==> src/hw/scs_pkg.sv <==
// What this block does
// Bypass leaves line driving to firmware
// Firmware handles convention, parity, error, checks
// Sync card clock comes from divider
// Firmware programs divider before sync transfers
// Only selected interface runs sync clock
// Sample on rise, change on fall
// Sync enable: protocol bits 7 and 5
// Clock stop and level work in sync
// Stop waits for full current phase
// Restart low: half low; high: drop now
// Bit-length counter counts falling card edges
// Zero length: no counting, line from controls
// Reaching length sets maskable flag bit 7
// Halted counter needs firmware reload
// First fall after high restart skips FIFO; the code skips it only while the count is still zero
// Rising edge captures line into bit 5
// Direct-line mode: line follows control bits once count is reached
// Nine-bit mode stores ninth bit, flags on capture
// Drain receive; two transmit reads flush
// Direction change resets bit pointer
// Nine-bit and direct-line only in sync
// Sync card reset follows firmware bit
// Select field: 00 none, 01 external, 1X internal
// Bypass bit hands line to control bits
// Load clears count and reached state
package scs_pkg;
  localparam int unsigned PROTO_INT_SYNC_BIT = 7;
  localparam int unsigned PROTO_NINE_BIT_BIT = 6;
  localparam int unsigned PROTO_EXT_SYNC_BIT = 5;
  localparam int unsigned TXCTL_DIRECT_BIT   = 7;
  localparam int unsigned IRQ_BIT_LEN_BIT    = 7;
  localparam int unsigned BYTE_LAST_BIT      = 7;
  localparam int unsigned NINE_LAST_BIT      = 8;
  localparam logic [1:0]  SEL_EXTERNAL       = 2'h1;
  localparam logic [7:0]  LEN_DISABLED       = 8'h00;
  localparam logic [3:0]  PTR_FIRST          = 4'h0;
  localparam logic [3:0]  PTR_STEP           = 4'h1;
  localparam logic [7:0]  CNT_STEP           = 8'h01;
endpackage : scs_pkg

==> src/hw/scs_sync.sv <==
`timescale 1ns/1ns
module scs_fifo #(
  parameter int unsigned WIDTH = 9,
  parameter int unsigned DEPTH = 8
) (
  input  wire logic             i_clk,
  input  wire logic             i_srst,
  input  wire logic             i_flush,
  input  wire logic [WIDTH-1:0] i_in_data,
  input  wire logic             i_in_valid,
  output logic                  o_in_ready,
  output logic [WIDTH-1:0]      o_out_data,
  output logic                  o_out_valid,
  input  wire logic             i_out_ready
);
  localparam int unsigned AW = (DEPTH > 1) ? $clog2(DEPTH) : 1;
  localparam logic [AW:0] FULL_CNT = (AW+1)'(DEPTH);
  localparam logic [AW-1:0] LAST_IDX = AW'(DEPTH - 1);
  typedef struct packed {
    logic [DEPTH-1:0][WIDTH-1:0] mem;
    logic [AW-1:0]               wr;
    logic [AW-1:0]               rd;
    logic [AW:0]                 cnt;
    logic                        ready;
  } scs_fifo_st_t;
  scs_fifo_st_t st_r, st_nxt;
  logic do_wr, do_rd;
  always_comb begin
    st_nxt = st_r;
    do_wr  = i_in_valid && st_r.ready;
    do_rd  = i_out_ready && (st_r.cnt != '0);
    if (do_wr) begin
      st_nxt.mem[st_r.wr] = i_in_data;
      st_nxt.wr = (st_r.wr == LAST_IDX) ? '0 : st_r.wr + 1'b1;
    end
    if (do_rd) begin
      st_nxt.rd = (st_r.rd == LAST_IDX) ? '0 : st_r.rd + 1'b1;
    end
    st_nxt.cnt = st_r.cnt + (AW+1)'(do_wr) - (AW+1)'(do_rd);
    if (i_flush) begin
      st_nxt.wr  = '0;
      st_nxt.rd  = '0;
      st_nxt.cnt = '0;
    end
    // Registered so the filling side sees a clean ready
    st_nxt.ready = (st_nxt.cnt != FULL_CNT);
  end
  always_ff @(posedge i_clk) begin
    if (i_srst) begin
      st_r <= '0;
      st_r.ready <= 1'b1;
    end else begin
      st_r <= st_nxt;
    end
  end
  assign o_in_ready  = st_r.ready;
  assign o_out_data  = st_r.mem[st_r.rd];
  assign o_out_valid = (st_r.cnt != '0);
endmodule : scs_fifo

module scs_sync #(
  parameter int unsigned DIV_W = 8,
  parameter int unsigned DEPTH = 8
) (
  input  wire logic             I_CLOCK,
  input  wire logic             I_SRST,
  input  wire logic [1:0]       I_INTERFACE_SELECT_FIELD,
  input  wire logic             I_BYPASS_ENABLE,
  input  wire logic [7:0]       I_PROTOCOL_CONFIG_REG,
  input  wire logic [7:0]       I_TRANSMIT_CONTROL_REG,
  input  wire logic [7:0]       I_CARD_IRQ_ENABLE_REG,
  input  wire logic [DIV_W-1:0] I_ETU_HALF_PERIOD,
  input  wire logic             I_INTERNAL_CLOCK_STOP,
  input  wire logic             I_INTERNAL_CLOCK_STOP_LEVEL,
  input  wire logic             I_EXTERNAL_CLOCK_STOP,
  input  wire logic             I_EXTERNAL_CLOCK_STOP_LEVEL,
  input  wire logic             I_INTERNAL_ASYNC_CLOCK,
  input  wire logic             I_EXTERNAL_ASYNC_CLOCK,
  input  wire logic             I_BIT_LENGTH_LOAD,
  input  wire logic [7:0]       I_BIT_LENGTH_VALUE,
  input  wire logic             I_IRQ_CLEAR,
  input  wire logic             I_TX_MODE,
  input  wire logic             I_INTERNAL_LINE_DATA,
  input  wire logic             I_INTERNAL_LINE_DIR,
  input  wire logic             I_EXTERNAL_LINE_DATA,
  input  wire logic             I_EXTERNAL_LINE_DIR,
  input  wire logic             I_CARD_RESET_BIT,
  input  wire logic             I_SEQUENCER_CARD_RESET,
  input  wire logic [7:0]       I_TX_DATA,
  input  wire logic             I_TX_VALID,
  output logic                  O_TX_READY,
  input  wire logic             I_TX_FIFO_READ,
  output logic [8:0]            O_RX_DATA,
  output logic                  O_RX_VALID,
  input  wire logic             I_RX_READY,
  input  wire logic             I_INTERNAL_IO,
  output logic                  O_INTERNAL_IO,
  output logic                  O_INTERNAL_IO_OE,
  input  wire logic             I_EXTERNAL_CARD_LINE,
  output logic                  O_EXTERNAL_CARD_LINE,
  output logic                  O_EXTERNAL_CARD_LINE_OE,
  output logic                  O_INTERNAL_CARD_CLOCK,
  output logic                  O_EXTERNAL_CARD_CLOCK,
  output logic                  O_CARD_RESET,
  output logic                  O_INTERNAL_LINE_SAMPLE,
  output logic                  O_EXTERNAL_LINE_SAMPLE,
  output logic                  O_BIT_LENGTH_IRQ_FLAG,
  output logic                  O_IRQ,
  output logic                  O_RECEIVE_DATA_AVAILABLE,
  output logic [7:0]            O_BIT_COUNT
);
  typedef struct packed {
    logic [DIV_W-1:0] div;
    logic             sclk;
    logic             stop_d;
    logic [7:0]       len;
    logic [7:0]       cnt;
    logic             done;
    logic             flag;
    logic [3:0]       ptr;
    logic             tx_mode_d;
    logic [8:0]       sh_rx;
    logic [7:0]       sh_tx;
    logic             tx_bit;
    logic             int_s1, int_s2, ext_s1, ext_s2;
    logic             int_clk, ext_clk, int_io, int_oe, ext_io, ext_oe;
    logic             int_samp, ext_samp, card_rst, irq, rx_dav;
    logic [8:0]       rx_out;
    logic             rx_vld;
    logic             rd_once;
  } scs_st_t;
  scs_st_t st_r, st_nxt;

  logic       tx_f_valid, tx_f_ready_out, tx_flush, rx_push, rx_f_ready, rx_f_valid, rx_pop;
  logic [7:0] tx_f_data;
  logic [8:0] rx_word, rx_f_data;

  scs_fifo #(.WIDTH(8), .DEPTH(DEPTH)) u_tx_fifo (
    .i_clk       (I_CLOCK),
    .i_srst      (I_SRST),
    .i_flush     (tx_flush),
    .i_in_data   (I_TX_DATA),
    .i_in_valid  (I_TX_VALID),
    .o_in_ready  (O_TX_READY),
    .o_out_data  (tx_f_data),
    .o_out_valid (tx_f_valid),
    .i_out_ready (tx_f_ready_out)
  );
  scs_fifo #(.WIDTH(9), .DEPTH(DEPTH)) u_rx_fifo (
    .i_clk       (I_CLOCK),
    .i_srst      (I_SRST),
    .i_flush     (1'b0),
    .i_in_data   (rx_word),
    .i_in_valid  (rx_push),
    .o_in_ready  (rx_f_ready),
    .o_out_data  (rx_f_data),
    .o_out_valid (rx_f_valid),
    .i_out_ready (rx_pop)
  );

  logic             sel_int, sel_ext, sync_on, stop, lvl, line_in, counting, halted;
  logic             rise, fall, skip, nine, direct, engine, set_flag;
  logic [DIV_W-1:0] half;
  logic [3:0]       last_ptr;

  always_comb begin
    st_nxt = st_r;
    st_nxt.rx_dav = 1'b0;
    tx_f_ready_out = 1'b0;
    rx_push = 1'b0;
    rx_word = st_r.sh_rx;
    rise = 1'b0;
    fall = 1'b0;
    skip = 1'b0;
    set_flag = 1'b0;
    // Select decode
    // select field decode
    sel_int = I_INTERFACE_SELECT_FIELD[1];
    sel_ext = (I_INTERFACE_SELECT_FIELD == scs_pkg::SEL_EXTERNAL);
    // per-interface sync enable
    sync_on = sel_int ? I_PROTOCOL_CONFIG_REG[scs_pkg::PROTO_INT_SYNC_BIT]
            : sel_ext ? I_PROTOCOL_CONFIG_REG[scs_pkg::PROTO_EXT_SYNC_BIT] : 1'b0;
    // sync-only features
    nine   = sync_on && I_PROTOCOL_CONFIG_REG[scs_pkg::PROTO_NINE_BIT_BIT];
    direct = sync_on && I_TRANSMIT_CONTROL_REG[scs_pkg::TXCTL_DIRECT_BIT];
    stop    = sel_int ? I_INTERNAL_CLOCK_STOP : I_EXTERNAL_CLOCK_STOP;
    lvl     = sel_int ? I_INTERNAL_CLOCK_STOP_LEVEL : I_EXTERNAL_CLOCK_STOP_LEVEL;
    line_in = sel_int ? st_r.int_s2 : st_r.ext_s2;
    // zero length disables counting
    counting = (st_r.len != scs_pkg::LEN_DISABLED);
    halted   = counting && st_r.done;
    half     = (I_ETU_HALF_PERIOD == '0) ? DIV_W'(1) : I_ETU_HALF_PERIOD;
    last_ptr = nine ? 4'(scs_pkg::NINE_LAST_BIT) : 4'(scs_pkg::BYTE_LAST_BIT);
    st_nxt.stop_d = stop;
    // card clock from the divider
    if (!sync_on) begin
      st_nxt.sclk = 1'b0;
      st_nxt.div  = half - 1'b1;
    end else if (st_r.stop_d && !stop) begin
      // restart from stop
      st_nxt.div = half - 1'b1;
      if (st_r.sclk) begin
        st_nxt.sclk = 1'b0;
        fall = 1'b1;
        // no FIFO clock on this fall while the count is still zero
        skip = counting && (st_r.cnt == '0) && !st_r.done;
      end
    end else if (st_r.div == '0) begin
      st_nxt.div = half - 1'b1;
      // stop only at a phase end; R14: halted holds the clock unless a stop moves it to the stop level
      if (stop ? (st_r.sclk != lvl)
               : !(halted || (!I_TX_MODE && counting && !rx_f_ready))) begin
        st_nxt.sclk = ~st_r.sclk;
        rise = ~st_r.sclk;
        fall = st_r.sclk;
      end
    end else begin
      st_nxt.div = st_r.div - 1'b1;
    end
    engine = counting && !st_r.done && !skip;
    // launch on fall
    if (fall && engine) begin
      // count falling edges
      st_nxt.cnt = st_r.cnt + scs_pkg::CNT_STEP;
      // reached loaded value
      if (st_nxt.cnt == st_r.len) begin
        st_nxt.done = 1'b1;
        set_flag = 1'b1;
      end
      if (I_TX_MODE) begin
        if (st_r.ptr == scs_pkg::PTR_FIRST) begin
          if (tx_f_valid) begin
            tx_f_ready_out = 1'b1;
            st_nxt.sh_tx = tx_f_data;
            st_nxt.tx_bit = tx_f_data[0];
          end
        end else begin
          st_nxt.tx_bit = st_r.sh_tx[st_r.ptr[2:0]];
        end
        st_nxt.ptr = (st_r.ptr == 4'(scs_pkg::BYTE_LAST_BIT)) ? scs_pkg::PTR_FIRST
                   : st_r.ptr + scs_pkg::PTR_STEP;
      end
    end
    // sample on rise
    if (rise) begin
      // line level captured
      if (sel_int) st_nxt.int_samp = line_in;
      else if (sel_ext) st_nxt.ext_samp = line_in;
      if (!I_TX_MODE && counting && !st_r.done) begin
        rx_word[st_r.ptr] = line_in;
        st_nxt.sh_rx = rx_word;
        if (st_r.ptr == last_ptr) begin
          // ninth bit kept, available on its capture
          rx_word[scs_pkg::NINE_LAST_BIT] = nine && rx_word[scs_pkg::NINE_LAST_BIT];
          rx_push = 1'b1;
          st_nxt.rx_dav = 1'b1;
          st_nxt.ptr = scs_pkg::PTR_FIRST;
        end else begin
          st_nxt.ptr = st_r.ptr + scs_pkg::PTR_STEP;
        end
      end
    end
    // direction change resets pointer
    st_nxt.tx_mode_d = I_TX_MODE;
    if (I_TX_MODE != st_r.tx_mode_d) st_nxt.ptr = scs_pkg::PTR_FIRST;
    // load restarts the counter
    if (I_BIT_LENGTH_LOAD) begin
      st_nxt.len  = I_BIT_LENGTH_VALUE;
      st_nxt.cnt  = '0;
      st_nxt.done = 1'b0;
    end
    // set wins over clear
    st_nxt.flag = set_flag || (st_r.flag && !I_IRQ_CLEAR);
    st_nxt.irq  = st_nxt.flag && I_CARD_IRQ_ENABLE_REG[scs_pkg::IRQ_BIT_LEN_BIT];
    // R17: R24: engine owns line only while counting
    engine = sync_on && !I_BYPASS_ENABLE && counting && !(st_r.done && direct);
    st_nxt.int_io = I_INTERNAL_LINE_DATA;
    st_nxt.int_oe = I_INTERNAL_LINE_DIR;
    st_nxt.ext_io = I_EXTERNAL_LINE_DATA;
    st_nxt.ext_oe = I_EXTERNAL_LINE_DIR;
    if (engine && sel_int) begin
      st_nxt.int_io = I_TX_MODE ? st_nxt.tx_bit : 1'b1;
      st_nxt.int_oe = I_TX_MODE;
    end else if (engine && sel_ext) begin
      st_nxt.ext_io = I_TX_MODE ? st_nxt.tx_bit : 1'b1;
      st_nxt.ext_oe = I_TX_MODE;
    end
    // sync clock only on the selected interface
    st_nxt.int_clk = I_PROTOCOL_CONFIG_REG[scs_pkg::PROTO_INT_SYNC_BIT] ? (sel_int && st_nxt.sclk)
                   : I_INTERNAL_ASYNC_CLOCK;
    st_nxt.ext_clk = I_PROTOCOL_CONFIG_REG[scs_pkg::PROTO_EXT_SYNC_BIT] ? (sel_ext && st_nxt.sclk)
                   : I_EXTERNAL_ASYNC_CLOCK;
    // reset follows firmware bit in sync mode
    st_nxt.card_rst = sync_on ? I_CARD_RESET_BIT : I_SEQUENCER_CARD_RESET;
    st_nxt.int_s1 = I_INTERNAL_IO;
    st_nxt.int_s2 = st_r.int_s1;
    st_nxt.ext_s1 = I_EXTERNAL_CARD_LINE;
    st_nxt.ext_s2 = st_r.ext_s1;
    // Output stage keeps read data on a flop
    rx_pop = rx_f_valid && (!st_r.rx_vld || I_RX_READY);
    if (rx_pop) begin
      st_nxt.rx_out = rx_f_data;
      st_nxt.rx_vld = 1'b1;
    end else if (I_RX_READY) begin
      st_nxt.rx_vld = 1'b0;
    end
    // second transmit read flushes
    tx_flush = I_TX_FIFO_READ && st_r.rd_once;
    if (I_TX_VALID) st_nxt.rd_once = 1'b0;
    else if (I_TX_FIFO_READ) st_nxt.rd_once = !st_r.rd_once;
  end

  always_ff @(posedge I_CLOCK) begin
    if (I_SRST) begin
      st_r <= '0;
      st_r.int_io <= 1'b1;
      st_r.ext_io <= 1'b1;
    end else begin
      st_r <= st_nxt;
    end
  end

  assign O_RX_DATA                = st_r.rx_out;
  assign O_RX_VALID               = st_r.rx_vld;
  assign O_INTERNAL_IO            = st_r.int_io;
  assign O_INTERNAL_IO_OE         = st_r.int_oe;
  assign O_EXTERNAL_CARD_LINE     = st_r.ext_io;
  assign O_EXTERNAL_CARD_LINE_OE  = st_r.ext_oe;
  assign O_INTERNAL_CARD_CLOCK    = st_r.int_clk;
  assign O_EXTERNAL_CARD_CLOCK    = st_r.ext_clk;
  assign O_CARD_RESET             = st_r.card_rst;
  assign O_INTERNAL_LINE_SAMPLE   = st_r.int_samp;
  assign O_EXTERNAL_LINE_SAMPLE   = st_r.ext_samp;
  assign O_BIT_LENGTH_IRQ_FLAG    = st_r.flag;
  assign O_IRQ                    = st_r.irq;
  assign O_RECEIVE_DATA_AVAILABLE = st_r.rx_dav;
  assign O_BIT_COUNT              = st_r.cnt;
endmodule : scs_sync

==> config.mk <==
export PLATFORM = sky130hd
export DESIGN_NAME = scs_sync
export DESIGN_NICKNAME = d
export VERILOG_FILES = /design/src/hw/scs_pkg.sv /design/src/hw/scs_sync.sv
export SDC_FILE = /design/constraint.sdc
export NUM_CORES = 1
export LEC_CHECK = 0
export ABC_AREA = 1
export BUFFER_PORTS_ARGS = -buffer_cell sky130_fd_sc_hd__buf_2
export CAP_MARGIN = 20
export CORE_MARGIN = 1.5
export CORE_UTILIZATION = 54
export CTS_CLUSTER_DIAMETER = 100
export DETAILED_ROUTE_END_ITERATION = 12
export GPL_ROUTABILITY_DRIVEN = 0
export PLACE_DENSITY_LB_ADDON = 0.12
export SLEW_MARGIN = 20
export SYNTH_ARGS = -nofsm -noshare
export SYNTH_HDL_FRONTEND = slang
export SYNTH_SLANG_ARGS = --single-unit
export TNS_END_PERCENT = 10
==> constraint.sdc <==
create_clock -name I_CLOCK -period 3.6 [get_ports I_CLOCK]
set_clock_uncertainty 0.15 [all_clocks]
set_input_delay 0.36 -clock I_CLOCK [delete_from_list [all_inputs] [get_ports I_CLOCK]]
set_output_delay 0.36 -clock I_CLOCK [all_outputs]
set_load 0.01 [all_outputs]
Word level (Yosys, flattened, before mapping)

Index checks and enable logic that the tools add are counted.

$lt $le $gt $ge: 9
Bitwise logic cells: 2
Reduce and logical (&&, ||, !) cells: 63
$add $sub $neg: 12
Muxes and demuxes: 76
Equality and inequality tests: 12

Operator list:

| cell                                                                         | count |
|---|---|
| 72-bit bitwise mux                                                           | 1 |
| 64-bit bitwise mux                                                           | 1 |
| 9-bit two-way mux                                                            | 6 |
| 1-bit two-way mux                                                            | 42 |
| 1-bit logical AND                                                            | 32 |
| 4-bit two-way mux                                                            | 8 |
| 8-bit two-way mux                                                            | 4 |
| 9-bit binary-select mux with 3-bit select                                    | 1 |
| 9-bit demux with 3-bit select                                                | 1 |
| 8-bit binary-select mux with 3-bit select                                    | 1 |
| 8-bit demux with 3-bit select                                                | 1 |
| 8-bit zero test                                                              | 3 |
| 3-bit by 4-bit less-than comparator with 1-bit output, second input constant | 5 |
| 8-bit by 1-bit subtractor with 8-bit output, second input constant           | 2 |
| 3-bit by 1-bit adder with 3-bit output, second input constant                | 4 |
| 3-bit equality test, second input constant                                   | 4 |
| 3-bit two-way mux                                                            | 4 |
| 1-bit zero test                                                              | 11 |
| 9-bit bitwise mux                                                            | 1 |
| 4-bit by 1-bit adder with 4-bit output                                       | 2 |
| 8-bit by 1-bit adder with 8-bit output, second input constant                | 1 |
| 8-bit equality test                                                          | 1 |
| 4-bit inequality test, second input constant                                 | 2 |
| 4-bit nonzero test                                                           | 2 |
| 21 further kinds                                                             | 34 |

Bits of input ports: 73
Word-level logic and storage cells: 228
Bits in registers: 235
Output and inout port bits: 31

Depth between registers and ports, before layout

Depth after elaboration: 16
Gate-level depth with buffers: 22
Depth with buffers taken out: 20

Hierarchy

Synthesis repeated with hierarchy kept, for this count alone.

Cells, all modules: 1832
Area total of the unflattened synthesis: 12006.5 um^2

Modules (own cells, without submodules):

| module                | sequential area each (um^2) | cells an instance | area each (um^2) | instances |
|---|---|---|---|---|
| scs_sync              | 1541.5                      | 615               | 4266.6           | 1 |
| scs_fifo at u_rx_fifo | 1661.6                      | 639               | 4028.9           | 1 |
| scs_fifo at u_tx_fifo | 1501.4                      | 578               | 3711.1           | 1 |

Worst setup path before layout

No wires, ideal clock.

Path kind: reg-to-reg
From: register u_rx_fifo.st_r (netlist bit u_rx_fifo.o_in_ready)
To: register u_tx_fifo.st_r (netlist bit u_tx_fifo.o_in_ready)
Arrival time: 3236 ps
Slack: 88 ps
Data required time: 3325 ps
Path buffers: 3
Cell stages (with the launch flop): 19
Library setup time: 125 ps
Clock period less this slack: 3512 ps
Cells stage by stage: dfxtp_1 clkbuf_1 buf_1 o21ai_0 a31oi_1 ha_1 nand2_1 nand3b_1 nand2_1 nand4_2 nor2_2 buf_4 ha_1 inv_1 ha_1 fa_1 or2_2 nand3_1 nand3_1

Cells in the longest elaborated chain, start to end: 15

RTL lines:

| element                                     | RTL line        | RTL |
|---|---|---|
| start, declared                             | scs_sync.sv:26  | `scs_fifo_st_t st_r, st_nxt;` |
| start signal, assigned                      | scs_sync.sv:53  | `st_r <= st_nxt;` |
| 1-bit zero test                             | scs_sync.sv:212 | `: !(halted \|\| (!I_TX_MODE && counting && !rx_f_ready))) begin` |
| 1-bit logical AND                           | scs_sync.sv:212 |  |
| 1-bit logical OR                            | scs_sync.sv:212 |  |
| 1-bit zero test                             | scs_sync.sv:212 |  |
| 1-bit two-way mux (2 in a row)              | scs_sync.sv:211 | `if (stop ? (st_r.sclk != lvl)` |
| 1-bit two-way mux                           | scs_sync.sv:208 | `end else if (st_r.div == '0) begin` |
| 1-bit two-way mux                           | scs_sync.sv:199 | `end else if (st_r.stop_d && !stop) begin` |
| 1-bit two-way mux                           | scs_sync.sv:196 | `if (!sync_on) begin` |
| 1-bit logical AND                           | scs_sync.sv:222 | `if (fall && engine) begin` |
| 1-bit two-way mux                           | scs_sync.sv:222 |  |
| 1-bit logical AND                           | scs_sync.sv:31  | `do_rd = i_out_ready && (st_r.cnt != '0);` |
| net u_tx_fifo.do_rd                         | scs_sync.sv:27  | `logic do_wr, do_rd;` |
| 4-bit by 1-bit subtractor with 4-bit output | scs_sync.sv:39  | `st_nxt.cnt = st_r.cnt + (AW+1)'(do_wr) - (AW+1)'(do_rd);` |
| 4-bit two-way mux                           | scs_sync.sv:40  | `if (i_flush) begin` |
| 4-bit inequality test                       | scs_sync.sv:46  | `st_nxt.ready = (st_nxt.cnt != FULL_CNT);` |
| end signal, assigned                        | scs_sync.sv:53  |  |
| end, declared                               | scs_sync.sv:26  |  |

The timed path passes the listed nets, and every way through them passes these cells.
A chain may end at the register's enable or synchronous reset.

Worst setup path after layout

From: register st_r[59] in the netlist's numbering
To: register u_tx_fifo.st_r (netlist bit u_tx_fifo.o_in_ready)

Cells in the longest elaborated chain, start to end: 16
Elaborated cells on any way between the ends: 25
Classes of those cells: add/sub: 1; eq/ne: 1; mux: 10; reduce/logical: 13

RTL lines:

| element                                         | RTL line        | RTL |
|---|---|---|
| start, declared                                 | scs_sync.sv:132 | `scs_st_t st_r, st_nxt;` |
| start signal, assigned                          | scs_sync.sv:319 | `st_r <= st_nxt;` |
| 8-bit nonzero test (*)                          | scs_sync.sv:190 | `counting = (st_r.len != scs_pkg::LEN_DISABLED);` |
| 1-bit logical AND (2 in a row)                  | scs_sync.sv:212 |  |
| 1-bit logical OR                                | scs_sync.sv:212 |  |
| 1-bit zero test                                 | scs_sync.sv:212 |  |
| 1-bit two-way mux (2 in a row)                  | scs_sync.sv:211 |  |
| 1-bit two-way mux                               | scs_sync.sv:208 |  |
| 1-bit two-way mux                               | scs_sync.sv:199 |  |
| 1-bit two-way mux                               | scs_sync.sv:196 |  |
| 1-bit logical AND (*)                           | scs_sync.sv:222 |  |
| 1-bit two-way mux (*)                           | scs_sync.sv:222 |  |
| 1-bit logical AND (*)                           | scs_sync.sv:31  |  |
| 4-bit by 1-bit subtractor with 4-bit output (*) | scs_sync.sv:39  |  |
| 4-bit two-way mux (*)                           | scs_sync.sv:40  |  |
| 4-bit inequality test (*)                       | scs_sync.sv:46  |  |

Mark *: on every way between the ends. The rest lies on a longest branch, timed or not.

==> impl_metrics.py <==
metrics = {
    "outcome": {
        "status": "finished clean",
    },
    "critical_path": {
        "cp_top_family": "simple AND/OR/NAND/NOR gates",
        "crit_cells": 18,
        "path_cells": "nor2_1, nand3_1, nor2_2, inv_1, a31oi_2, ha_1, nand2_1, nand3b_1, nand2_1, nand4_2, nor2_4, ha_1, inv_1, ha_1, fa_1, or2_2, nand3_1, nand3_1",
        "worst_ep_required_time_ns": 3.86,
        "critPathLaunchType": "flop",
        "crit_type": "reg2reg",
        "end_kind": "flop",
        "rr_worst_depth": 18,
        "r2r_slack_ns": 0.28,
        "critPathMaxFanout": 3,
        "cp_slowest_cell": "fa_1",
        "arrival_ns": 3.57,
        "critPathMaxStageDelay_ns": 0.38,
        "critical_path_buf_inv_count": 2,
    },
    "placed_design": {
        "numPortBuffers": 84,
        "hpwl_um": 20400,
        "dp_cells": 1921,
    },
    "die": {
        "dieHeight_um": 148,
        "io_pins": 104,
        "rows": 52,
        "dieArea_um2": 21900,
        "initial_core_util": 0.557,
        "die_w_um": 148,
        "coreArea_um2": 20400,
    },
    "global_routing": {
        "antenna_found_initial": 0,
        "grt_max_degree": 100,
        "grtUsageTotal": 0.280,
        "grt_pass1_wl_um": 50400,
        "grt_overflow": 0,
        "grt_pass1_vias": 10076,
    },
    "cts": {
        "cts_tree": "done",
        "cts.root.buffer_cell": "clkbuf_16",
        "clock_latency_ns": 0.53,
        "htree_levels": 1,
        "path_clk_slew_ns": 0.06,
        "clock-sinks": 235,
        "cts_buffers": 26,
        "clockBufferDepth": 3,
    },
    "final_layout": {
        "drive_gt1_frac": 0.109,
        "layout.nets": 1807,
        "antennaDiodeCount": 0,
        "syn2layout_area_growth_pct": 14.8,
        "final_cell_count_no_fill": 1993,
        "fin_util": 0.639,
    },
    "routing": {
        "wl_um": 30500,
        "vias": 10950,
        "wl_per_cell_um": 15.3,
        "drtIter0Drc": 1033,
        "first_pass_iters": 5,
        "viasPerCell": 5.49,
        "ant_nets": 0,
        "drc": 0,
    },
    "sta": {
        "period_minus_slack_ns": 3.32,
        "final-hold-violation-count": 0,
        "fmax_mhz": 302,
        "worstMarginPinSlew_ns": 1.09,
        "relSlewSlack": 0.274,
        "finalSetupViolations": 0,
        "maxSlewViolCount": 0,
        "finalCritPeriodShare": 0.921,
    },
    "synth": {
        "synth-edff-count": 0,
        "synth_top_flop_cell": "dfxtp_1",
        "synth_top_cell_by_area": "dfxtp_1",
        "yosys_warnings": 0,
        "syn_area_um2": 11400,
        "syn_avg_cell_area_um2": 6.97,
        "synth_nets": 1734,
        "synth-seq-cells": 235,
        "synth_top_area_frac": 0.414,
        "ys_types": 48,
        "async_flop_share": 0,
        "synthCells": 1631,
        "synth_area_leaders": "dfxtp_1, nand2_1, nor2_1",
        "seq_area_frac_synth": 0.414,
    },
    "run": {
        "max-cap-violations": 0,
    },
    "power": {
        "p_leak_uw": 0.00565,
        "power_density_nw_per_um2": 563,
        "vdd_drop_max_mv": 0.357,
    },
    "hold_path": {
        "holdPathStages": 3,
        "min_path_type": "in2reg",
    },
}
==> routing by layer <==
| metal | part of all wire | vias up | global-route usage |
|---|---|---|---|
| met5 | 0 | - | 0 |
| met4 | 0.019 | 0 | 0.0649 |
| met3 | 0.077 | 45 | 0.0383 |
| met2 | 0.44 | 371 | 0.449 |
| met1 | 0.46 | 5035 | 0.400 |
| li1 | - | 5499 | - |
==> placed cells by master (no fill, tap or decap), drive strengths merged, types with 9 or more instances in the layout <==
cell | synthesis | layout
dfxtp | 235 | 235
o21ai | 168 | 168
nand3 | 146 | 146
nor2 | 291 | 291
nand2 | 293 | 293
buf | 45 | 111
clkbuf | 46 | 38
dlygate4sd3 | 0 | 25
a21oi | 133 | 133
ha | 28 | 28
o221ai | 9 | 9
nand4 | 22 | 22
o211ai | 9 | 9
clkinv | 10 | 15
inv | 137 | 138
==> worst paths after layout <==
check                         from              endpoint
max                       st_r[59]  u_tx_fifo.o_in_ready
max reg2reg               st_r[59]  u_tx_fifo.o_in_ready
min          I_BIT_LENGTH_VALUE[4]              st_r[63]
min reg2reg             st_nxt[22]              st_r[22]
==> logic make-up after synthesis <==
family	synth area share
AO/OA/AOI/OAI	0.161
XOR/XNOR	0.00924
adder cells (fa/ha/maj)	0.0343
buffers and inverters	0.0902
flip-flops	0.414
multiplexers	0.00583
AND/OR/NAND/NOR	0.286
==> layout make-up <==
class | count | area (um^2)
Fill cell | 1897 | 7380
Clock buffer | 38 | 767
Timing Repair Buffer | 136 | 901
Clock inverter | 9 | 128
Multi-Input combinational cell | 1158 | 5660
Sequential cell | 235 | 4700
Inverter | 147 | 552
Tap cell | 270 | 338
==> sequential cells by signal (all words and copies together) (netlist names), 2 cells and up <==
| signal | flops |
|---|---|
| st_nxt | 2 |
| u_tx_fifo.st_r | 74 |
| O_RX_DATA | 9 |
| O_BIT_COUNT | 8 |
| st_r | 45 |
| u_rx_fifo.st_r | 82 |
==> synth_stat cells, types with 8 or more instances <==
master and count:
nand2_1 289, nor2_1 283, dfxtp_1 235, o21ai_0 166, nand3_1 144, a21oi_1 133
inv_1 130, clkbuf_1 46, ha_1 28, nand4_1 20, buf_4 18, buf_1 10
buf_2 10, clkinv_1 10, o211ai_1 9, o221ai_1 9, o22ai_1 8, xor2_1 8
==> what timing repair did <==
action	in CTS	in global routing
buffers inserted	0	0
endpoints found under the setup margin	0	4
hold endpoints to repair	22	0
resized for setup	0	3
hold buffers	25	0
==> through the flow <==
step | hold WS [ns] | TNS, ns | setup WS (ns) | cell area [um^2] | power (uW)
after floorplan | 0.238 | 0 | 0.0885 | 11400 | 4130
after global placement | 0.268 | 0 | 0.104 | 11900 | 4550
after detailed placement | 0.270 | -0.00551 | -0.00551 | 11900 | 4590
after CTS | 0.00352 | 0 | 0.191 | 13000 | 7370
after global routing | 0.0317 | -0.0229 | -0.0190 | 13100 | 7740
final | 0.0236 | 0 | 0.285 | 13100 | 7350
==> worst reg2reg max path, stage by stage, from the launching register on <==
cell	delay, ns
dfxtp_1	0.33
nor2_1	0.12
nand3_1	0.13
nor2_2	0.15
inv_1	0.10
a31oi_2	0.21
ha_1	0.19
nand2_1	0.05
nand3b_1	0.15
nand2_1	0.10
nand4_2	0.18
nor2_4	0.14
ha_1	0.14
inv_1	0.04
ha_1	0.19
fa_1	0.38
or2_2	0.30
nand3_1	0.09
nand3_1	0.09
==> report_power, final <==
group          switching, uW  internal, uW
sequential               109          2800
clock                   1070          1690
combinational           1110           574
total                   2290          5060
Power figures use the tool's default switching activity.
